==> config.mk <==
export PLATFORM = sky130hd
export DESIGN_NAME = tcp_timer
export DESIGN_NICKNAME = d
export VERILOG_FILES = /design/src/common/tcp_pkg.sv /design/src/rtl/tcp_timer.sv
export SDC_FILE = /design/constraint.sdc
export NUM_CORES = 1
export LEC_CHECK = 0
export BUFFER_PORTS_ARGS = -buffer_cell sky130_fd_sc_hd__clkbuf_2
export CORE_AREA = 10 10 232 234
export DETAILED_ROUTE_END_ITERATION = 12
export DIE_AREA = 0 0 242 244
export PLACE_DENSITY = 0.46
export SLEW_MARGIN = 20
export SYNTH_ARGS = -nofsm -noshare
export SYNTH_HDL_FRONTEND = slang
export SYNTH_SLANG_ARGS = --single-unit
==> constraint.sdc <==
create_clock -name aclk -period 3.6 [get_ports aclk]
set_input_delay 0.72 -clock aclk [delete_from_list [all_inputs] [get_ports aclk]]
set_output_delay 0.72 -clock aclk [all_outputs]
set_load 0.005 [all_outputs]
==> src/common/tcp_pkg.sv <==
// Shared constants and types for the timer capture and PWM unit
package tcp_pkg;
  localparam int NCH = 2;
  // Register byte addresses, one 8-bit register per aligned word
  localparam logic [7:0] ADDR_TSC = 8'h00;
  localparam logic [7:0] ADDR_CNTH = 8'h04;
  localparam logic [7:0] ADDR_CNTL = 8'h08;
  localparam logic [7:0] ADDR_MODH = 8'h0C;
  localparam logic [7:0] ADDR_MODL = 8'h10;
  localparam logic [7:0] ADDR_CH_BASE = 8'h14;
  localparam logic [7:0] ADDR_CH_STRIDE = 8'h0C;
  localparam logic [7:0] CH_OFS_SC = 8'h00;
  localparam logic [7:0] CH_OFS_VH = 8'h04;
  localparam logic [7:0] CH_OFS_VL = 8'h08;
  // Field positions of timer_status_control
  localparam int TSC_TOF = 7;
  localparam int TSC_OVERFLOW_IRQ_ENABLE = 6;
  localparam int TSC_CENTER_ALIGNED_SELECT = 5;
  localparam int TSC_CLKS_HI = 4;
  localparam int TSC_CLKS_LO = 3;
  // Field positions of channel_status_control
  localparam int CSC_FLAG = 7;
  localparam int CSC_IE = 6;
  localparam int CSC_MSB = 5;
  localparam int CSC_MSA = 4;
  localparam int CSC_ELSB = 3;
  localparam int CSC_ELSA = 2;
  // Clock source select codes
  localparam logic [1:0] CLK_OFF = 2'h0;
  localparam logic [1:0] CLK_BUS = 2'h1;
  localparam logic [1:0] CLK_FIXED = 2'h2;
  localparam logic [1:0] CLK_EXT = 2'h3;
  // Edge and level select codes
  localparam logic [1:0] ELS_OFF = 2'h0;
  localparam logic [1:0] ELS_01 = 2'h1;
  localparam logic [1:0] ELS_10 = 2'h2;
  localparam logic [1:0] ELS_11 = 2'h3;
  // Values after reset and counter limits
  localparam logic [15:0] CNT_ZERO = 16'h0000;
  localparam logic [15:0] CNT_MAX = 16'hFFFF;
  localparam logic [7:0] REG_RESET = 8'h00;
  // Bus responses
  localparam logic [1:0] RESP_OKAY = 2'h0;
  localparam logic [1:0] RESP_SLVERR = 2'h2;
  typedef enum logic [1:0] {
    MODE_CAPTURE, MODE_COMPARE, MODE_EDGE_PWM, MODE_CENTER_PWM
  } tcp_mode_t;
endpackage

==> src/rtl/tcp_timer.sv <==
// Timer with capture, compare and PWM channels behind an AXI4-Lite slave
// Operation
// - Reset clears both bytes of every channel value register.
// - Capture mode: reading either value byte freezes both until the other is read.
// - Writing channel status/control releases a half-done capture read latch.
// - Compare/PWM: value bytes go to a buffer, moved as one word when paired.
// - Writing channel status/control discards a half-written value buffer.
// - Clock select resets to off; 01 bus clock, others fixed or external.
// - Counting pauses in background debug; stop and wait need nothing extra.
// - Center-aligned select makes counter up/down and all channels center PWM.
// - Up-count runs 0x0000 to terminal count then wraps to 0x0000.
// - Up/down counts 0x0000 to modulus and back, ends one tick each.
// - Overflow request is a level while enable and overflow flag are set.
// - Up-count sets overflow flag on terminal count to 0x0000 step.
// - Up/down sets overflow flag when turning down from the modulus.
// - Reading a counter byte freezes both bytes until both are read.
// - Writing either counter byte clears counter and its read latch.
// - Selected capture edge copies counter to value and sets event flag.
// - Compare match sets, clears or toggles pin and sets event flag.
// - Channel event flag raises a channel request when enabled.
// - Edge PWM: period from modulus, duty from value, polarity swaps levels.
// - Edge PWM: value 0 gives 0% duty, value above modulus 100%.
// - Edge PWM: buffered value loads only when paired and counter is zero.
// - Mode 00 capture, 01 compare, 1X edge PWM; edge/level 00 frees pin.
// - Capture edge/level 01 rising, 10 falling, 11 either edge.
// - Compare edge/level 00 no pin change, 01 toggle, 10 clear, 11 set.
//
// Decided for this implementation: the AXI4-Lite interface to the registers and the register offsets.
`timescale 1ns/10ps
`default_nettype none
module tcp_timer (
  input wire logic aclk,
  input wire logic aresetn,
  input wire logic [7:0] s_axi_awaddr,
  input wire logic s_axi_awvalid,
  output logic s_axi_awready,
  input wire logic [31:0] s_axi_wdata,
  input wire logic [3:0] s_axi_wstrb,
  input wire logic s_axi_wvalid,
  output logic s_axi_wready,
  output logic [1:0] s_axi_bresp,
  output logic s_axi_bvalid,
  input wire logic s_axi_bready,
  input wire logic [7:0] s_axi_araddr,
  input wire logic s_axi_arvalid,
  output logic s_axi_arready,
  output logic [31:0] s_axi_rdata,
  output logic [1:0] s_axi_rresp,
  output logic s_axi_rvalid,
  input wire logic s_axi_rready,
  input wire logic debug_active,
  input wire logic fixed_clk_pin,
  input wire logic ext_clk_pin,
  input wire logic [tcp_pkg::NCH-1:0] ch_pin_in,
  output logic [tcp_pkg::NCH-1:0] ch_pin_out,
  output logic [tcp_pkg::NCH-1:0] ch_pin_oe,
  output logic overflow_irq,
  output logic [tcp_pkg::NCH-1:0] channel_irq
);
  localparam int NS = tcp_pkg::NCH + 2;

  logic [7:0] aw_addr;
  logic [7:0] w_data;
  logic w_lane0;
  logic wr_en;
  logic rd_en;
  logic [7:0] rd_mux;
  logic rd_hit;
  logic [NS-1:0] pin_raw;
  logic [NS-1:0] pin_rise;
  logic [NS-1:0] pin_fall;
  logic overflow_irq_enable;
  logic center_aligned_select;
  logic [1:0] clk_sel;
  logic overflow_flag;
  logic tof_armed;
  logic tick;
  logic tick_q;
  logic ovf_evt;
  logic [15:0] cnt;
  logic [15:0] term;
  logic dir_up;
  logic [15:0] cnt_buf;
  logic cnt_rd_h;
  logic cnt_rd_l;
  logic [15:0] cnt_view;
  logic [15:0] modulus;
  logic [15:0] mod_buf;
  logic mod_wh;
  logic mod_wl;
  logic [7:0] ch_sc [tcp_pkg::NCH];
  logic [15:0] ch_val [tcp_pkg::NCH];
  logic [7:0] ch_rd_val [tcp_pkg::NCH];
  logic [tcp_pkg::NCH-1:0] ch_rd_hit;

  // Write path: address and data taken in either order, then one write pulse
  always_ff @(posedge aclk) begin
    if (!aresetn) begin
      s_axi_awready <= 1'b1;
      s_axi_wready <= 1'b1;
      s_axi_bvalid <= 1'b0;
      s_axi_bresp <= tcp_pkg::RESP_OKAY;
      aw_addr <= tcp_pkg::REG_RESET;
      w_data <= tcp_pkg::REG_RESET;
      w_lane0 <= 1'b0;
    end else begin
      if (s_axi_awvalid && s_axi_awready) begin
        aw_addr <= s_axi_awaddr;
        s_axi_awready <= 1'b0;
      end
      if (s_axi_wvalid && s_axi_wready) begin
        w_data <= s_axi_wdata[7:0];
        w_lane0 <= s_axi_wstrb[0];
        s_axi_wready <= 1'b0;
      end
      if (wr_en) begin
        s_axi_bvalid <= 1'b1;
        s_axi_bresp <= wr_hit(aw_addr) ? tcp_pkg::RESP_OKAY
                                       : tcp_pkg::RESP_SLVERR;
      end
      if (s_axi_bvalid && s_axi_bready) begin
        s_axi_bvalid <= 1'b0;
        s_axi_awready <= 1'b1;
        s_axi_wready <= 1'b1;
      end
    end
  end

  // Writes whose low byte lane is off store nothing but still answer
  assign wr_en = !s_axi_awready && !s_axi_wready && !s_axi_bvalid;
  assign rd_en = s_axi_arvalid && s_axi_arready;

  function automatic logic wr_hit(input logic [7:0] a);
    logic h;
    h = (a == tcp_pkg::ADDR_TSC) || (a == tcp_pkg::ADDR_CNTH) ||
        (a == tcp_pkg::ADDR_CNTL) || (a == tcp_pkg::ADDR_MODH) ||
        (a == tcp_pkg::ADDR_MODL);
    for (int i = 0; i < tcp_pkg::NCH; i++) begin
      for (int k = 0; k < 3; k++) begin
        if (a == 8'(tcp_pkg::ADDR_CH_BASE + i * tcp_pkg::ADDR_CH_STRIDE
                    + k * 4)) begin
          h = 1'b1;
        end
      end
    end
    return h;
  endfunction

  function automatic logic wr_to(input logic [7:0] a);
    return wr_en && w_lane0 && (aw_addr == a);
  endfunction

  // Read path: data registered at the address handshake, side effects there
  always_ff @(posedge aclk) begin
    if (!aresetn) begin
      s_axi_arready <= 1'b1;
      s_axi_rvalid <= 1'b0;
      s_axi_rdata <= 32'h0000_0000;
      s_axi_rresp <= tcp_pkg::RESP_OKAY;
    end else begin
      if (rd_en) begin
        s_axi_arready <= 1'b0;
        s_axi_rvalid <= 1'b1;
        s_axi_rdata <= {24'h00_0000, rd_mux};
        s_axi_rresp <= rd_hit ? tcp_pkg::RESP_OKAY : tcp_pkg::RESP_SLVERR;
      end
      if (s_axi_rvalid && s_axi_rready) begin
        s_axi_rvalid <= 1'b0;
        s_axi_arready <= 1'b1;
      end
    end
  end

  // Read multiplexer over timer and channel registers
  always_comb begin
    rd_mux = tcp_pkg::REG_RESET;
    rd_hit = 1'b1;
    unique case (s_axi_araddr)
      tcp_pkg::ADDR_TSC: rd_mux = {overflow_flag, overflow_irq_enable, center_aligned_select, clk_sel, 3'h0};
      tcp_pkg::ADDR_CNTH: rd_mux = cnt_view[15:8];
      tcp_pkg::ADDR_CNTL: rd_mux = cnt_view[7:0];
      tcp_pkg::ADDR_MODH: rd_mux = modulus[15:8];
      tcp_pkg::ADDR_MODL: rd_mux = modulus[7:0];
      default: rd_hit = 1'b0;
    endcase
    for (int i = 0; i < tcp_pkg::NCH; i++) begin
      if (ch_rd_hit[i]) begin
        rd_mux = ch_rd_val[i];
        rd_hit = 1'b1;
      end
    end
  end

  // Three-stage synchronisers; a level counts once stages two and three agree
  assign pin_raw = {ext_clk_pin, fixed_clk_pin, ch_pin_in};
  for (genvar s = 0; s < NS; s++) begin : g_sync
    logic [2:0] sh;
    logic lvl;
    always_ff @(posedge aclk) begin
      if (!aresetn) begin
        sh <= 3'h0;
        lvl <= 1'b0;
      end else begin
        sh <= {sh[1:0], pin_raw[s]};
        if (sh[1] == sh[2]) begin
          lvl <= sh[2];
        end
      end
    end
    assign pin_rise[s] = (sh[1] == sh[2]) && sh[2] && !lvl;
    assign pin_fall[s] = (sh[1] == sh[2]) && !sh[2] && lvl;
  end

  // Timer control; overflow flag cleared by read-while-set then write 0
  always_ff @(posedge aclk) begin
    if (!aresetn) begin
      overflow_irq_enable <= 1'b0;
      center_aligned_select <= 1'b0;
      clk_sel <= tcp_pkg::CLK_OFF;
      overflow_flag <= 1'b0;
      tof_armed <= 1'b0;
    end else begin
      if (wr_to(tcp_pkg::ADDR_TSC)) begin
        overflow_irq_enable <= w_data[tcp_pkg::TSC_OVERFLOW_IRQ_ENABLE];
        center_aligned_select <= w_data[tcp_pkg::TSC_CENTER_ALIGNED_SELECT];
        clk_sel <= w_data[tcp_pkg::TSC_CLKS_HI:tcp_pkg::TSC_CLKS_LO];
        if (tof_armed && !w_data[tcp_pkg::TSC_TOF]) begin
          overflow_flag <= 1'b0;
          tof_armed <= 1'b0;
        end
      end
      if (rd_en && s_axi_araddr == tcp_pkg::ADDR_TSC && overflow_flag) begin
        tof_armed <= 1'b1;
      end
      // A new overflow wins over the clear and restarts the sequence
      if (ovf_evt) begin
        overflow_flag <= 1'b1;
        tof_armed <= 1'b0;
      end
    end
  end

  // Count enable; external rates above a quarter of aclk lose edges
  always_comb begin
    unique case (clk_sel)
      tcp_pkg::CLK_OFF: tick = 1'b0;
      tcp_pkg::CLK_BUS: tick = 1'b1;
      tcp_pkg::CLK_FIXED: tick = pin_rise[tcp_pkg::NCH];
      tcp_pkg::CLK_EXT: tick = pin_rise[tcp_pkg::NCH + 1];
    endcase
    if (debug_active) begin
      tick = 1'b0;
    end
  end

  assign term = (modulus == tcp_pkg::CNT_ZERO) ? tcp_pkg::CNT_MAX : modulus;
  assign ovf_evt = tick && (center_aligned_select ? (dir_up && cnt == modulus)
                                  : (cnt == term));

  // Main counter, up or up/down
  always_ff @(posedge aclk) begin
    if (!aresetn) begin
      cnt <= tcp_pkg::CNT_ZERO;
      dir_up <= 1'b1;
      tick_q <= 1'b0;
    end else begin
      tick_q <= tick;
      if (wr_to(tcp_pkg::ADDR_CNTH) || wr_to(tcp_pkg::ADDR_CNTL)) begin
        cnt <= tcp_pkg::CNT_ZERO;
        dir_up <= 1'b1;
      end else if (tick && center_aligned_select) begin
        if (dir_up && cnt == modulus) begin
          dir_up <= 1'b0;
          cnt <= cnt - 16'h0001;
        end else if (!dir_up && cnt == tcp_pkg::CNT_ZERO) begin
          dir_up <= 1'b1;
          cnt <= cnt + 16'h0001;
        end else begin
          cnt <= dir_up ? cnt + 16'h0001 : cnt - 16'h0001;
        end
      end else if (tick) begin
        dir_up <= 1'b1;
        cnt <= (cnt == term) ? tcp_pkg::CNT_ZERO : cnt + 16'h0001;
      end
    end
  end

  // Counter read latch: first byte read freezes both until the other is read
  always_ff @(posedge aclk) begin
    if (!aresetn) begin
      cnt_buf <= tcp_pkg::CNT_ZERO;
      cnt_rd_h <= 1'b0;
      cnt_rd_l <= 1'b0;
    end else if (wr_to(tcp_pkg::ADDR_CNTH) || wr_to(tcp_pkg::ADDR_CNTL)) begin
      cnt_rd_h <= 1'b0;
      cnt_rd_l <= 1'b0;
    end else if (rd_en && s_axi_araddr == tcp_pkg::ADDR_CNTH) begin
      if (cnt_rd_l) begin
        cnt_rd_l <= 1'b0;
      end else begin
        if (!cnt_rd_h) cnt_buf <= cnt;
        cnt_rd_h <= 1'b1;
      end
    end else if (rd_en && s_axi_araddr == tcp_pkg::ADDR_CNTL) begin
      if (cnt_rd_h) begin
        cnt_rd_h <= 1'b0;
      end else begin
        if (!cnt_rd_l) cnt_buf <= cnt;
        cnt_rd_l <= 1'b1;
      end
    end
  end

  assign cnt_view = (cnt_rd_h || cnt_rd_l) ? cnt_buf : cnt;

  // Modulus write pairing; writing timer control drops a half-written value
  always_ff @(posedge aclk) begin
    if (!aresetn) begin
      modulus <= tcp_pkg::CNT_ZERO;
      mod_buf <= tcp_pkg::CNT_ZERO;
      mod_wh <= 1'b0;
      mod_wl <= 1'b0;
    end else if (wr_to(tcp_pkg::ADDR_TSC)) begin
      mod_wh <= 1'b0;
      mod_wl <= 1'b0;
    end else begin
      if (wr_to(tcp_pkg::ADDR_MODH)) begin
        mod_buf[15:8] <= w_data;
        mod_wh <= 1'b1;
      end
      if (wr_to(tcp_pkg::ADDR_MODL)) begin
        mod_buf[7:0] <= w_data;
        mod_wl <= 1'b1;
      end
      if (mod_wh && mod_wl) begin
        modulus <= mod_buf;
        mod_wh <= 1'b0;
        mod_wl <= 1'b0;
      end
    end
  end

  // Registered overflow request
  always_ff @(posedge aclk) begin
    if (!aresetn) begin
      overflow_irq <= 1'b0;
    end else begin
      overflow_irq <= overflow_flag && overflow_irq_enable;
    end
  end

  // Channels
  for (genvar g = 0; g < tcp_pkg::NCH; g++) begin : g_ch
    localparam logic [7:0] A_SC = 8'(tcp_pkg::ADDR_CH_BASE
        + g * tcp_pkg::ADDR_CH_STRIDE + tcp_pkg::CH_OFS_SC);
    localparam logic [7:0] A_VH = 8'(tcp_pkg::ADDR_CH_BASE
        + g * tcp_pkg::ADDR_CH_STRIDE + tcp_pkg::CH_OFS_VH);
    localparam logic [7:0] A_VL = 8'(tcp_pkg::ADDR_CH_BASE
        + g * tcp_pkg::ADDR_CH_STRIDE + tcp_pkg::CH_OFS_VL);
    tcp_pkg::tcp_mode_t mode;
    logic [1:0] els;
    logic [15:0] wbuf;
    logic wh;
    logic wl;
    logic [15:0] rbuf;
    logic rd_h;
    logic rd_l;
    logic armed;
    logic cap_evt;
    logic match;
    logic load_ok;
    logic sc_wr;

    assign els = ch_sc[g][tcp_pkg::CSC_ELSB:tcp_pkg::CSC_ELSA];
    // Spelled out: a continuous assign would not see the function's globals
    assign sc_wr = wr_en && w_lane0 && (aw_addr == A_SC);
    // Center select overrides every channel's own mode bits
    always_comb begin
      if (center_aligned_select) mode = tcp_pkg::MODE_CENTER_PWM;
      else if (ch_sc[g][tcp_pkg::CSC_MSB]) mode = tcp_pkg::MODE_EDGE_PWM;
      else if (ch_sc[g][tcp_pkg::CSC_MSA]) mode = tcp_pkg::MODE_COMPARE;
      else mode = tcp_pkg::MODE_CAPTURE;
    end
    assign cap_evt = (mode == tcp_pkg::MODE_CAPTURE) &&
        ((els[0] && pin_rise[g]) || (els[1] && pin_fall[g]));
    // Match tested the cycle after the counter moved, once per count
    assign match = tick_q && (cnt == ch_val[g]) &&
                   (mode != tcp_pkg::MODE_CAPTURE);
    assign load_ok = (mode == tcp_pkg::MODE_EDGE_PWM) ?
        (cnt == tcp_pkg::CNT_ZERO) :
        (mode == tcp_pkg::MODE_CENTER_PWM) ? ovf_evt : 1'b1;

    // Control and event flag; a new event beats the clearing write
    always_ff @(posedge aclk) begin
      if (!aresetn) begin
        ch_sc[g] <= tcp_pkg::REG_RESET;
        armed <= 1'b0;
      end else begin
        if (sc_wr) begin
          ch_sc[g][6:2] <= w_data[6:2];
          if (armed && !w_data[tcp_pkg::CSC_FLAG]) begin
            ch_sc[g][tcp_pkg::CSC_FLAG] <= 1'b0;
            armed <= 1'b0;
          end
        end
        if (rd_en && s_axi_araddr == A_SC && ch_sc[g][tcp_pkg::CSC_FLAG]) begin
          armed <= 1'b1;
        end
        if (cap_evt || match) begin
          ch_sc[g][tcp_pkg::CSC_FLAG] <= 1'b1;
          armed <= 1'b0;
        end
      end
    end

    // Value write buffer and active value
    always_ff @(posedge aclk) begin
      if (!aresetn) begin
        ch_val[g] <= tcp_pkg::CNT_ZERO;
        wbuf <= tcp_pkg::CNT_ZERO;
        wh <= 1'b0;
        wl <= 1'b0;
      end else begin
        if (sc_wr) begin
          wh <= 1'b0;
          wl <= 1'b0;
        end else begin
          if (wr_to(A_VH)) begin
            wbuf[15:8] <= w_data;
            wh <= 1'b1;
          end
          if (wr_to(A_VL)) begin
            wbuf[7:0] <= w_data;
            wl <= 1'b1;
          end
          if (wh && wl && load_ok) begin
            ch_val[g] <= wbuf;
            wh <= 1'b0;
            wl <= 1'b0;
          end
        end
        if (cap_evt) begin
          ch_val[g] <= cnt;
        end
      end
    end

    // Capture read latch, released by the other byte or a control write
    always_ff @(posedge aclk) begin
      if (!aresetn) begin
        rbuf <= tcp_pkg::CNT_ZERO;
        rd_h <= 1'b0;
        rd_l <= 1'b0;
      end else if (sc_wr) begin
        rd_h <= 1'b0;
        rd_l <= 1'b0;
      end else if (rd_en && mode == tcp_pkg::MODE_CAPTURE) begin
        if (s_axi_araddr == A_VH) begin
          if (rd_l) rd_l <= 1'b0;
          else begin
            if (!rd_h) rbuf <= ch_val[g];
            rd_h <= 1'b1;
          end
        end else if (s_axi_araddr == A_VL) begin
          if (rd_h) rd_h <= 1'b0;
          else begin
            if (!rd_l) rbuf <= ch_val[g];
            rd_l <= 1'b1;
          end
        end
      end
    end

    always_comb begin
      ch_rd_hit[g] = 1'b1;
      unique case (s_axi_araddr)
        A_SC: ch_rd_val[g] = {ch_sc[g][7:2], 2'h0};
        A_VH: ch_rd_val[g] = (rd_h || rd_l) ? rbuf[15:8] : ch_val[g][15:8];
        A_VL: ch_rd_val[g] = (rd_h || rd_l) ? rbuf[7:0] : ch_val[g][7:0];
        default: begin
          ch_rd_val[g] = tcp_pkg::REG_RESET;
          ch_rd_hit[g] = 1'b0;
        end
      endcase
    end

    // Pin drive; on a tie of overflow and match the match wins (0% duty)
    always_ff @(posedge aclk) begin
      if (!aresetn) begin
        ch_pin_out[g] <= 1'b0;
        ch_pin_oe[g] <= 1'b0;
        channel_irq[g] <= 1'b0;
      end else begin
        channel_irq[g] <= ch_sc[g][tcp_pkg::CSC_FLAG] &&
                          ch_sc[g][tcp_pkg::CSC_IE];
        ch_pin_oe[g] <= (els != tcp_pkg::ELS_OFF) &&
                        (mode != tcp_pkg::MODE_CAPTURE);
        unique case (mode)
          tcp_pkg::MODE_COMPARE: begin
            if (match) begin
              unique case (els)
                tcp_pkg::ELS_01: ch_pin_out[g] <= !ch_pin_out[g];
                tcp_pkg::ELS_10: ch_pin_out[g] <= 1'b0;
                tcp_pkg::ELS_11: ch_pin_out[g] <= 1'b1;
                tcp_pkg::ELS_OFF: ch_pin_out[g] <= ch_pin_out[g];
              endcase
            end
          end
          tcp_pkg::MODE_EDGE_PWM: begin
            if (match) ch_pin_out[g] <= els[0];
            else if (tick_q && cnt == tcp_pkg::CNT_ZERO)
              ch_pin_out[g] <= !els[0];
          end
          tcp_pkg::MODE_CENTER_PWM: begin
            if (match) ch_pin_out[g] <= dir_up ? els[0] : !els[0];
          end
          tcp_pkg::MODE_CAPTURE: ch_pin_out[g] <= 1'b0;
        endcase
      end
    end

    a_val_reset: assert property (@(posedge aclk)
      $past(!aresetn) |-> ch_val[g] == tcp_pkg::CNT_ZERO)
      else $error("channel value not cleared by reset");
    a_cap_copy: assert property (@(posedge aclk) disable iff (!aresetn)
      cap_evt |=> ch_val[g] == $past(cnt) && ch_sc[g][7])
      else $error("capture did not copy counter or set flag");
    a_sc_release: assert property (@(posedge aclk) disable iff (!aresetn)
      sc_wr |=> !rd_h && !rd_l && !wh && !wl)
      else $error("control write did not release byte latches");
    a_cmp_flag: assert property (@(posedge aclk) disable iff (!aresetn)
      match |=> ch_sc[g][tcp_pkg::CSC_FLAG] ##1 (channel_irq[g] ==
        ch_sc[g][tcp_pkg::CSC_IE]))
      else $error("match flag or channel request missing");
  end

  a_clk_off: assert property (@(posedge aclk) disable iff (!aresetn)
    (clk_sel == tcp_pkg::CLK_OFF || debug_active) |-> !tick)
    else $error("counter ticked while off or in debug");
  a_up_wrap: assert property (@(posedge aclk) disable iff (!aresetn)
    (tick && !center_aligned_select && cnt == term && !wr_en) |=>
      cnt == tcp_pkg::CNT_ZERO && overflow_flag)
    else $error("up count did not wrap with overflow");
  a_turn_down: assert property (@(posedge aclk) disable iff (!aresetn)
    (tick && center_aligned_select && dir_up && cnt == modulus && !wr_en) |=>
      !dir_up && cnt == $past(modulus) - 16'h0001 && overflow_flag)
    else $error("up/down turn at modulus wrong");
  a_irq_level: assert property (@(posedge aclk) disable iff (!aresetn)
    ##1 overflow_irq == $past(overflow_flag && overflow_irq_enable))
    else $error("overflow request does not follow flag and enable");
  a_cnt_clear: assert property (@(posedge aclk) disable iff (!aresetn)
    (wr_en && w_lane0 && (aw_addr == tcp_pkg::ADDR_CNTH ||
      aw_addr == tcp_pkg::ADDR_CNTL)) |=>
      cnt == tcp_pkg::CNT_ZERO && !cnt_rd_h && !cnt_rd_l)
    else $error("counter write did not clear count and latch");
endmodule
`default_nettype wire

-- Word level (Yosys, flattened, before mapping)
Memory sizes are Yosys's and may differ from the RTL's.
Cells that the tools add are included.
- add/sub/neg operators: 2
- equality and inequality tests: 60
- muxes and demuxes: 151
- bitwise operators: 18
- reductions and logical operators: 159
- operator list (operator ; count):
    2-to-1 mux 16 bit ; 30
    2-to-1 mux 1 bit ; 99
    logical AND 1 bit ; 69
    equality test 16 bit ; 4
    equality test 8 x 5 -> 1 bit (second input constant) ; 8
    equality test 8 x 6 -> 1 bit (second input constant) ; 6
    2-to-1 mux 8 bit ; 6
    case mux 8 bit (3 select lines) ; 2
    case mux 8 bit (5 select lines) ; 1
    equality test 8 x 4 -> 1 bit (second input constant) ; 4
    zero test 16 bit ; 2
    nonzero test 2 bit ; 16
    AND reduction 2 bit ; 14
    inequality test 2 bit (second input constant) ; 12
    equality test 2 bit (second input constant) ; 10
    OR reduction 3 bit ; 6
    adder 16 x 1 -> 16 bit (second input constant) ; 1
    equality test 8 x 3 -> 1 bit (second input constant) ; 2
    zero test 8 bit ; 2
    OR reduction 2 bit ; 8
    subtractor 16 x 1 -> 16 bit (second input constant) ; 1
    zero test 1 bit ; 15
    logical OR 1 bit ; 12
    2-to-1 mux 2 bit ; 6
    other kinds (16) ; 54
- flip-flop bits (word level): 207
- bits in writable memories: 44
- output and inout bits: 48
- logic and storage cells: 450
- memories kept: 2
- memories (name ; words ; bits a word ; rd ports ; clocked after Yosys merged registers in ; write ports ; line ; source):
    ch_val ; 2 ; 16 ; 2 ; 0 ; 2 ; tcp_timer.sv:92 ; logic [15:0] ch_val [tcp_pkg::NCH];
    ch_sc ; 2 ; 6 ; 2 ; 0 ; 2 ; tcp_timer.sv:91 ; logic [7:0] ch_sc [tcp_pkg::NCH];

-- Depth between registers and ports, before layout
Gate-level depths: netlist of the first run.
- depth after elaboration: 15
- gate-level depth with buffers: 11
- gate-level depth less buffers: 9

-- Worst setup path before layout of the first run
No wires, ideal clock.
- kind: reg2reg
- from: register cnt[0]
- to: memory ch_val[1][0], enable pin
- library setup time: 397 ps
- data arrival time: 2793 ps
- required time: 3203 ps
- path slack: 410 ps
- stages on the path, launching flop included: 9
- path buffers: 1
- clock period less this slack: 3190 ps
- cells stage by stage: dfxtp_1 buf_6 inv_6 a222oi_1 o2111ai_1 or4_4 o21ai_4 nand4_2 o221ai_1
- RTL lines (item ; line ; source):
    start, declared ; tcp_timer.sv:80 ; logic [15:0] cnt;
    start signal, assigned ; tcp_timer.sv:263 ; cnt <= tcp_pkg::CNT_ZERO;
    start signal, assigned ; tcp_timer.sv:269 ; cnt <= tcp_pkg::CNT_ZERO;
    start signal, assigned ; tcp_timer.sv:274 ; cnt <= cnt - 16'h0001;
    end, declared ; tcp_timer.sv:92 ;

==> summary.txt, run 1 <==
Worst hold path
  – Hold WC Path Type: in -> reg

CTS
  – TritonCTS clock tree: done
  – Count of clock tree sinks: 249
  – Depth of the CTS H-tree: 1
  – PostCTS Resize Cnt: 0
  – Postcts setup bufs: 0
  – Root cell of the clock tree: sky130_fd_sc_hd__clkbuf_16
  – Hold buffer count at cts: 0
  – Clock transition at path regs: 0.06 ns
  – Clock network latency to the later pin of the worst-skew pair: 0.57 ns
  – Number of buffers on the longest clock path: 3
  – Number of CTS-inserted buffers: 29

Worst setup path
  – Kind of start point of the critical path: flop
  – Critical path start-end classification: reg -> reg
  – Chain of cells forming the critical path: and2b_1 -> a2111oi_1 -> nand4_1 -> or4_4 -> o21ai_4 -> nand4_2 -> o221ai_1 -> buf_4
  – Peak per-stage delay on the critical path: 0.51 ns
  – Internal reg-to-reg setup slack: 0.53 ns
  – Largest delay share family, worst path: simple AND/OR/NAND/NOR gates
  – Cell with the largest stage delay on the worst path: sky130_fd_sc_hd__or4_4
  – Required time worst endpoint: 3.85 ns
  – Sort of element at the end of the critical path: flop
  – Buf+Inv Stages, Crit Path: 1
  – Maximum fanout along the worst path: 16
  – CP Data Arrival Time: 3.32 ns

Synthesis
  – Most used standard cell by instance count after synthesis: sky130_fd_sc_hd__dfxtp_1
  – Most instantiated flip-flop cell in the synthesis netlist: sky130_fd_sc_hd__dfxtp_1
  – Avg Inst Size Synth: 8.68 sq um
  – Commonest cells post-synth: sky130_fd_sc_hd__dfxtp_1 (205), sky130_fd_sc_hd__nand2_1 (204), sky130_fd_sc_hd__a21oi_1 (144)
  – Area leader, netlist: sky130_fd_sc_hd__dfxtp_1
  – Proportion of synthesized chip area in sequential cells: 0.447
  – Synth async-reset ratio: 0
  – Cell area after technology mapping: 12,100 sq um
  – Post-synth top area share: 0.338
  – Synth Register Bits: 249
  – Top cells by area, synth: sky130_fd_sc_hd__dfxtp_1 (34%), sky130_fd_sc_hd__edfxtp_1 (11%), sky130_fd_sc_hd__mux2i_1 (7.8%), sky130_fd_sc_hd__nand2_1 (6.3%), sky130_fd_sc_hd__a21oi_1 (5.9%)
  – Warnings from Yosys: 0
  – Number of enable flip-flop cells after synthesis: 44
  – Distinct cell type count after synthesis: 76
  – Gate count after technology mapping: 1,399

Detailed routing
  – Remaining antenna violation count: 0
  – Drt first pass iters: 6
  – Met2 routed WL: 17,400 microns
  – DR WL met3: 3050 microns
  – Routed WL per cell: 19.6 microns
  – DRC violations left: 0
  – Via density: 4.84
  – Total length of routed wires: 42,200 microns
  – Highest routed metal layer: met4
  – Met1 Wirelength: 20,800 microns
  – First-iteration detailed-routing DRC count: 948
  – Vias: 10,400

Finish
  – Area of all sequential standard cells: 5430 sq um
  – Core Util, Final: 0.289
  – Filler cell count: 5,333
  – Multi-input combinational cell area: 6080 sq um
  – Number of nets at the end of the flow: 1,529
  – Inserted Diodes: 0
  – Share of layout cells above drive strength 1: 0.133
  – Area growth, synth to finish: 17.5%

Power
  – Max IR drop VDD: 338 uV
  – Static Leakage: 0.00552 uW
  – PwrDens: 438 nW/um^2

Floorplanning
  – # rows: 82
  – Width of the chip: 242 microns
  – Initial core utilization: 0.245
  – Overall die area: 59,000 sq um
  – Placeable core region: 49,500 sq um
  – Die Y: 244 microns
  – Count of boundary I/O pins: 112

Global route
  – Pin count of the biggest net entering global routing: 161
  – Number of global-route vias before repair: 9,878
  – Wire length of the first global-routing pass: 63,300 microns
  – Total track usage: 0.137
  – Antenna violations before repair: 1
  – Grt ovf: 0

Timing
  – Final TNS setup: 0 ns
  – Final setup fails: 0
  – Setup Skew: 0.0145 ns
  – Measured slew at the worst slew-check pin: 0.953 ns
  – Post-route minimum period: 3.07 ns
  – Fmax achieved: 325 MHz
  – Relative slew margins: 0.364
  – Final critical-path share of the clock period: 0.854
  – Final Hold Viols: 0
  – Setup repair after global routing missed its margin: false
  – Final Slew Violations: 0

Place
  – Weighted congestion reported at the end of routability-driven placement: 0.910
  – HPWL after DPL: 30,600 microns
  – Port Buffer Count: 58

Flow run
  – Max-cap check violation count: 0

Status
  – Result of the run: finished clean
[per-stage QoR]
step | setup WS [ns] | instance area, sq um | std cells | hold slack, ns | total power [uW]
after floorplan | 0.410 | 12200 | 1424 | 0.412 | 3170
after global placement | 0.595 | 13300 | 2098 | 0.418 | 3290
after detailed placement | 0.580 | 13300 | 2098 | 0.425 | 3290
after CTS | 0.562 | 14300 | 2151 | 0.351 | 6330
after global routing | 0.354 | 14300 | 2151 | 0.363 | 6470
final | 0.525 | 14300 | 2151 | 0.373 | 6250
[final timing paths]
path	start	to	cells past startpoint
worst max register to register	cnt[3]	ch_val[1][5]	8
worst min-delay path	ch_pin_in[1]	g_sync[1].sh[0]	2
worst max-delay path	cnt[3]	ch_val[1][5]	8
worst min register to register	g_sync[2].sh[0]	g_sync[2].sh[1]	1
[cell type report]
cell class,count,area share
inverter,29,0.00815
tap,672,0.0589
clock inverter,12,0.00964
sequential,249,0.380
multi-input combinational,1019,0.426
clock buffer,41,0.0582
timing repair buffer,129,0.0586
[per-layer routing]
layer	track usage	vias to the layer above
met5	0	-
met4	0.0342	0
met3	0.0273	58
met2	0.198	365
met1	0.204	4972
li1	-	5018
[flip-flops by register name (all words and copies together) (netlist names), 4 cells and up]
register     count
g_ch.rbuf       32
ch_val          32
w_data           8
g_ch.wbuf       32
g_sync.lvl       4
cnt             16
modulus         16
mod_buf         16
aw_addr          8
ch_sc           12
g_sync.sh       12
cnt_buf         16
s_axi_rdata      8
[report_power, final]
group	leakage (uW)	total (uW)	internal [uW]	switching, uW
Clock	0.000475	3020	1810	1210
Combinational	0.00293	277	98.8	178
Sequential	0.00211	2960	2880	80.5
Total	0.00552	6250	4790	1470
[layout by cell type, fill, tap and decap left out, drive strengths merged, types with 5 or more instances in the layout]
cell     instances
a22o            32
a21oi          144
nor2b           15
nand2          204
edfxtp          44
nor3b            7
and3            21
nor3            31
nand2b           9
nor2           127
a2111oi          5
a221oi          10
o211ai           5
clkbuf          99
mux2i           95
xor2            14
nand3           47
a22oi           10
a31oi            6
o22ai           20
nor4            14
nand4           18
buf             71
xnor2           36
and2            14
dfxtp          205
inv             30
conb            26
a211oi           5
clkinv           7
o21ai           28
ha               8
[cells by family after synthesis]
family / Yosys count / share of synthesized area
other cells: 1 / 0.000309
fa+ha+maj: 8 / 0.00825
buf+inv: 156 / 0.0607
simple gates: 530 / 0.204
xor+xnor: 50 / 0.0361
flops: 249 / 0.447
mux: 99 / 0.0820
compound gates: 306 / 0.162
No activity file was read; power rests on OpenSTA's default activity.
==> run 2: changes to the inputs <==
Settings changed: ABC_AREA set to 1, CORE_AREA 10 10 232 234 to 10 10 241 243, DIE_AREA 0 0 242 244 to 0 0 251 253.
==> run 2 against run 1 <==
  * Clock power grew 3%
  * Fmax grew 10%
  * First-iteration DRC count grew 27%
  * Combinational power grew 22%
  * Synthesized area grew 8.4%
  * Utilization shrank 0.40 points
  * Register-to-register slack gained 0.28 ns
  * Global-route usage grew 0.87 points
  * Sequential power is essentially flat
==> summary.txt, run 2 <==
Place
  – Port Buffer Count: 58 (unchanged)
  – Weighted congestion reported at the end of routability-driven placement: 0.918 (was 0.910)
  – HPWL after DPL: 35,100 microns (was 30,600 microns)
  – DP Area: 14,200 sq um (was 13,300 sq um)

Synthesis
  – Proportion of synthesized chip area in sequential cells: 0.412 (was 0.447)
  – Most instantiated flip-flop cell in the synthesis netlist: sky130_fd_sc_hd__dfxtp_1 (unchanged)
  – Area leader, netlist: sky130_fd_sc_hd__dfxtp_1 (unchanged)
  – Post-synth top area share: 0.312 (was 0.338)
  – Synth Register Bits: 249 (unchanged)
  – Avg Inst Size Synth: 7.10 sq um (was 8.68 sq um)
  – Most used standard cell by instance count after synthesis: sky130_fd_sc_hd__nand2_1 (was sky130_fd_sc_hd__dfxtp_1)
  – Number of enable flip-flop cells after synthesis: 44 (unchanged)
  – Warnings from Yosys: 0 (unchanged)
  – Synth async-reset ratio: 0 (unchanged)
  – Cell area after technology mapping: 13,200 sq um (was 12,100 sq um)
  – Commonest cells post-synth: sky130_fd_sc_hd__nand2_1 (434), sky130_fd_sc_hd__nor2_1 (231), sky130_fd_sc_hd__dfxtp_1 (205) (was sky130_fd_sc_hd__dfxtp_1 (205), sky130_fd_sc_hd__nand2_1 (204), sky130_fd_sc_hd__a21oi_1 (144))
  – Gate count after technology mapping: 1,852 (was 1,399)
  – Distinct cell type count after synthesis: 53 (was 76)
  – Top cells by area, synth: sky130_fd_sc_hd__dfxtp_1 (31%), sky130_fd_sc_hd__nand2_1 (12%), sky130_fd_sc_hd__edfxtp_1 (10%), sky130_fd_sc_hd__o21ai_0 (7.0%), sky130_fd_sc_hd__nor2_1 (6.6%) (was sky130_fd_sc_hd__dfxtp_1 (34%), sky130_fd_sc_hd__edfxtp_1 (11%), sky130_fd_sc_hd__mux2i_1 (7.8%), sky130_fd_sc_hd__nand2_1 (6.3%), sky130_fd_sc_hd__a21oi_1 (5.9%))

Flow run
  – Max-cap check violation count: 0 (unchanged)

CTS
  – PostCTS Resize Cnt: 0 (unchanged)
  – Count of clock tree sinks: 249 (unchanged)
  – Depth of the CTS H-tree: 1 (unchanged)
  – Root cell of the clock tree: sky130_fd_sc_hd__clkbuf_16 (unchanged)
  – Clock transition at path regs: 0.06 ns (about the same)
  – Number of CTS-inserted buffers: 30 (was 29)
  – Hold buffer count at cts: 0 (unchanged)
  – Postcts setup bufs: 0 (unchanged)
  – Number of buffers on the longest clock path: 3 (unchanged)
  – Clock network latency to the later pin of the worst-skew pair: 0.58 ns (was 0.57 ns)
  – TritonCTS clock tree: done (unchanged)

Worst setup path
  – Chain of cells forming the critical path: inv_2 -> ha_1 -> nand2_1 -> nor2_2 -> nand2_1 -> a211oi_1 -> nand3_2 -> nand2_1 -> inv_2 -> nand2_1 -> buf_4 (was and2b_1 -> a2111oi_1 -> nand4_1 -> or4_4 -> o21ai_4 -> nand4_2 -> o221ai_1 -> buf_4)
  – Peak per-stage delay on the critical path: 0.36 ns (was 0.51 ns)
  – Sort of element at the end of the critical path: flop (unchanged)
  – Internal reg-to-reg setup slack: 0.81 ns (was 0.53 ns)
  – Largest delay share family, worst path: simple AND/OR/NAND/NOR gates (unchanged)
  – Most frequent cell on the critical path: sky130_fd_sc_hd__nand2_1
  – CP Data Arrival Time: 3.05 ns (was 3.32 ns)
  – Crit Reg-Reg Endpoint: ch_val[1][4] (was ch_val[1][5])
  – Critical path start-end classification: reg -> reg (unchanged)
  – Kind of start point of the critical path: flop (unchanged)
  – Required time worst endpoint: 3.86 ns (was 3.85 ns)
  – Cell with the largest stage delay on the worst path: sky130_fd_sc_hd__a211oi_1 (was sky130_fd_sc_hd__or4_4)
  – Buf+Inv Stages, Crit Path: 3 (was 1)
  – Maximum fanout along the worst path: 16 (unchanged)
  – Worst R2R Start: cnt[1] (was cnt[3])
  – Depth of the worst register-to-register path: 11 (was 8)

Finish
  – Share of layout cells above drive strength 1: 0.129 (was 0.133)
  – Multi-input combinational cell area: 6450 sq um (was 6080 sq um)
  – Area of all sequential standard cells: 5430 sq um (unchanged)
  – Final non-filler cell area: 15,200 sq um (was 14,300 sq um)
  – Largest regs: ch_val x32, g_ch.rbuf x32, g_ch.wbuf x32 (unchanged)
  – Number of nets at the end of the flow: 1,978 (was 1,529)
  – Commonest non-fill, non-tap cells in the layout: sky130_fd_sc_hd__nand2_1 (434), sky130_fd_sc_hd__nor2_1 (231), sky130_fd_sc_hd__dfxtp_1 (205), sky130_fd_sc_hd__o21ai_0 (183), sky130_fd_sc_hd__inv_1 (170) (was sky130_fd_sc_hd__dfxtp_1 (205), sky130_fd_sc_hd__nand2_1 (204), sky130_fd_sc_hd__a21oi_1 (144), sky130_fd_sc_hd__nor2_1 (127), sky130_fd_sc_hd__mux2i_1 (95))
  – Filler cell count: 5,817 (was 5,333)
  – Inserted Diodes: 0 (unchanged)
  – Commonest non-fill, non-tap cell in the layout: sky130_fd_sc_hd__nand2_1 (was sky130_fd_sc_hd__dfxtp_1)
  – Area growth, synth to finish: 15.2% (was 17.5%)

Detailed routing
  – Drt first pass iters: 6 (unchanged)
  – Via density: 4.66 (was 4.84)
  – Total length of routed wires: 48,000 microns (was 42,200 microns)
  – Routed WL per cell: 18.3 microns (was 19.6 microns)
  – First-iteration detailed-routing DRC count: 1,207 (was 948)
  – DRC violations left: 0 (unchanged)
  – Remaining antenna violation count: 0 (unchanged)
  – Vias: 12,200 (was 10,400)

Floorplanning
  – Width of the chip: 251 microns (was 242 microns)
  – # rows: 85 (was 82)
  – Placeable core region: 53,300 sq um (was 49,500 sq um)
  – Initial core utilization: 0.247 (was 0.245)
  – Overall die area: 63,500 sq um (was 59,000 sq um)
  – Die Y: 253 microns (was 244 microns)
  – Count of boundary I/O pins: 112 (unchanged)

Timing
  – Final Slew Violations: 0 (unchanged)
  – Measured slew at the worst slew-check pin: 1.00 ns (was 0.953 ns)
  – Setup repair after global routing missed its margin: false (unchanged)
  – Final critical-path share of the clock period: 0.776 (was 0.854)
  – Final TNS setup: 0 ns (unchanged)
  – Fmax achieved: 358 MHz (was 325 MHz)
  – Setup Skew: 0.0150 ns (was 0.0145 ns)
  – Final setup fails: 0 (unchanged)
  – Relative slew margins: 0.329 (was 0.364)
  – Final Hold Viols: 0 (unchanged)
  – Post-route minimum period: 2.79 ns (was 3.07 ns)

Global route
  – Number of global-route vias before repair: 11,500 (was 9,878)
  – Wire length of the first global-routing pass: 71,800 microns (was 63,300 microns)
  – Antenna violations before repair: 0 (was 1)
  – Total track usage: 0.146 (was 0.137)
  – Grt ovf: 0 (unchanged)
  – Pin count of the biggest net entering global routing: 57 (was 161)

Power
  – Clock share of power: 0.488 (was 0.483)
  – PwrDens: 421 nW/um^2 (was 438 nW/um^2)
  – Share of total power consumed by net switching: 0.239 (was 0.235)
  – Static Leakage: 0.00667 uW (was 0.00552 uW)
  – Sequential share of power: 0.460 (was 0.473)
  – Net switching power: 1520 uW (was 1470 uW)
  – Max IR drop VDD: 442 uV (was 338 uV)
  – Internal power consumption: 4860 uW (was 4790 uW)
  – Share of total power in combinational logic: 0.053 (was 0.044)

Worst hold path
  – Endpoint of the worst hold path: g_sync[0].sh[0] (was g_sync[1].sh[0])
  – Min-delay src: ch_pin_in[0] (was ch_pin_in[1])
  – WHS Path Cells: 3 (was 2)
  – Hold WC Path Type: in -> reg (unchanged)

Status
  – Result of the run: finished clean (unchanged)
[run 2: layout make-up]
cell class                      instances  area share
Clock buffer                           47      0.0577
Timing Repair Buffer                  104      0.0421
Inverter                              203      0.0508
Tap cell                              696      0.0574
Clock inverter                          9     0.00867
Sequential cell                       249       0.358
Multi-Input combinational cell       1318       0.426
[run 2: kinds of logic (layout without fill, tap and decap cells)]
family                   count (synthesis)  in the layout  share of synthesized area
AO/OA/AOI/OAI                          394            394                      0.168
XOR/XNOR                                31             31                     0.0206
adder cells (fa/ha/maj)                  8              8                    0.00761
buffers and inverters                  310            363                      0.105
flip-flops                             249            249                      0.412
multiplexers                            10             10                    0.00856
other                                    1             26                   0.000285
AND/OR/NAND/NOR                        849            849                      0.278
[run 2: tightest hold or removal path, delay by kind of cell]
| family | cells | cell delay [ns] |
|---|---|---|
| and+or+nand+nor | 1 | 0.04 |
| buffers and inverters | 2 | 0.11 |
[run 2: how the worst max path moves through the flow]
stage / startpoint / to / cells after the start
after floorplan: cnt[1] / ch_val[0][0] / 9
after global placement: s_axi_araddr[4] / s_axi_rdata[3] / 12
after detailed placement: s_axi_araddr[4] / s_axi_rdata[3] / 12
after CTS: cnt[1] / ch_val[1][4] / 11
after global routing: cnt[14] / ch_val[1][1] / 13
final: cnt[1] / ch_val[1][4] / 11
[run 2: power by group through the flow]
stage / logic [uW] / registers [uW] / clock network, uW
after floorplan: 227 / 2980 / 0
after global placement: 336 / 2990 / 0
after detailed placement: 337 / 2990 / 0
after CTS: 339 / 2930 / 3180
after global routing: 378 / 2940 / 3290
final: 337 / 2930 / 3110
[run 2: metal layers]
layer  vias to the layer above  GRT usage  routed length [microns]
li1                       6121          -                        -
met1                      5639      0.197                    22200
met2                       387      0.239                    21700
met3                        80     0.0211                     2780
met4                         0     0.0398                     1350
met5                         -          0                        0
[run 2: through the flow]
step	std cells	setup slack [ns]	power, uW	utilization	hold slack (ns)
after floorplan	1877	0.931	3200	-	0.390
after global placement	2570	0.805	3330	0.266	0.393
after detailed placement	2570	0.764	3330	0.266	0.396
after CTS	2626	0.824	6450	0.285	0.306
after global routing	2626	0.692	6610	0.285	0.341
final	2626	0.806	6380	0.285	0.330
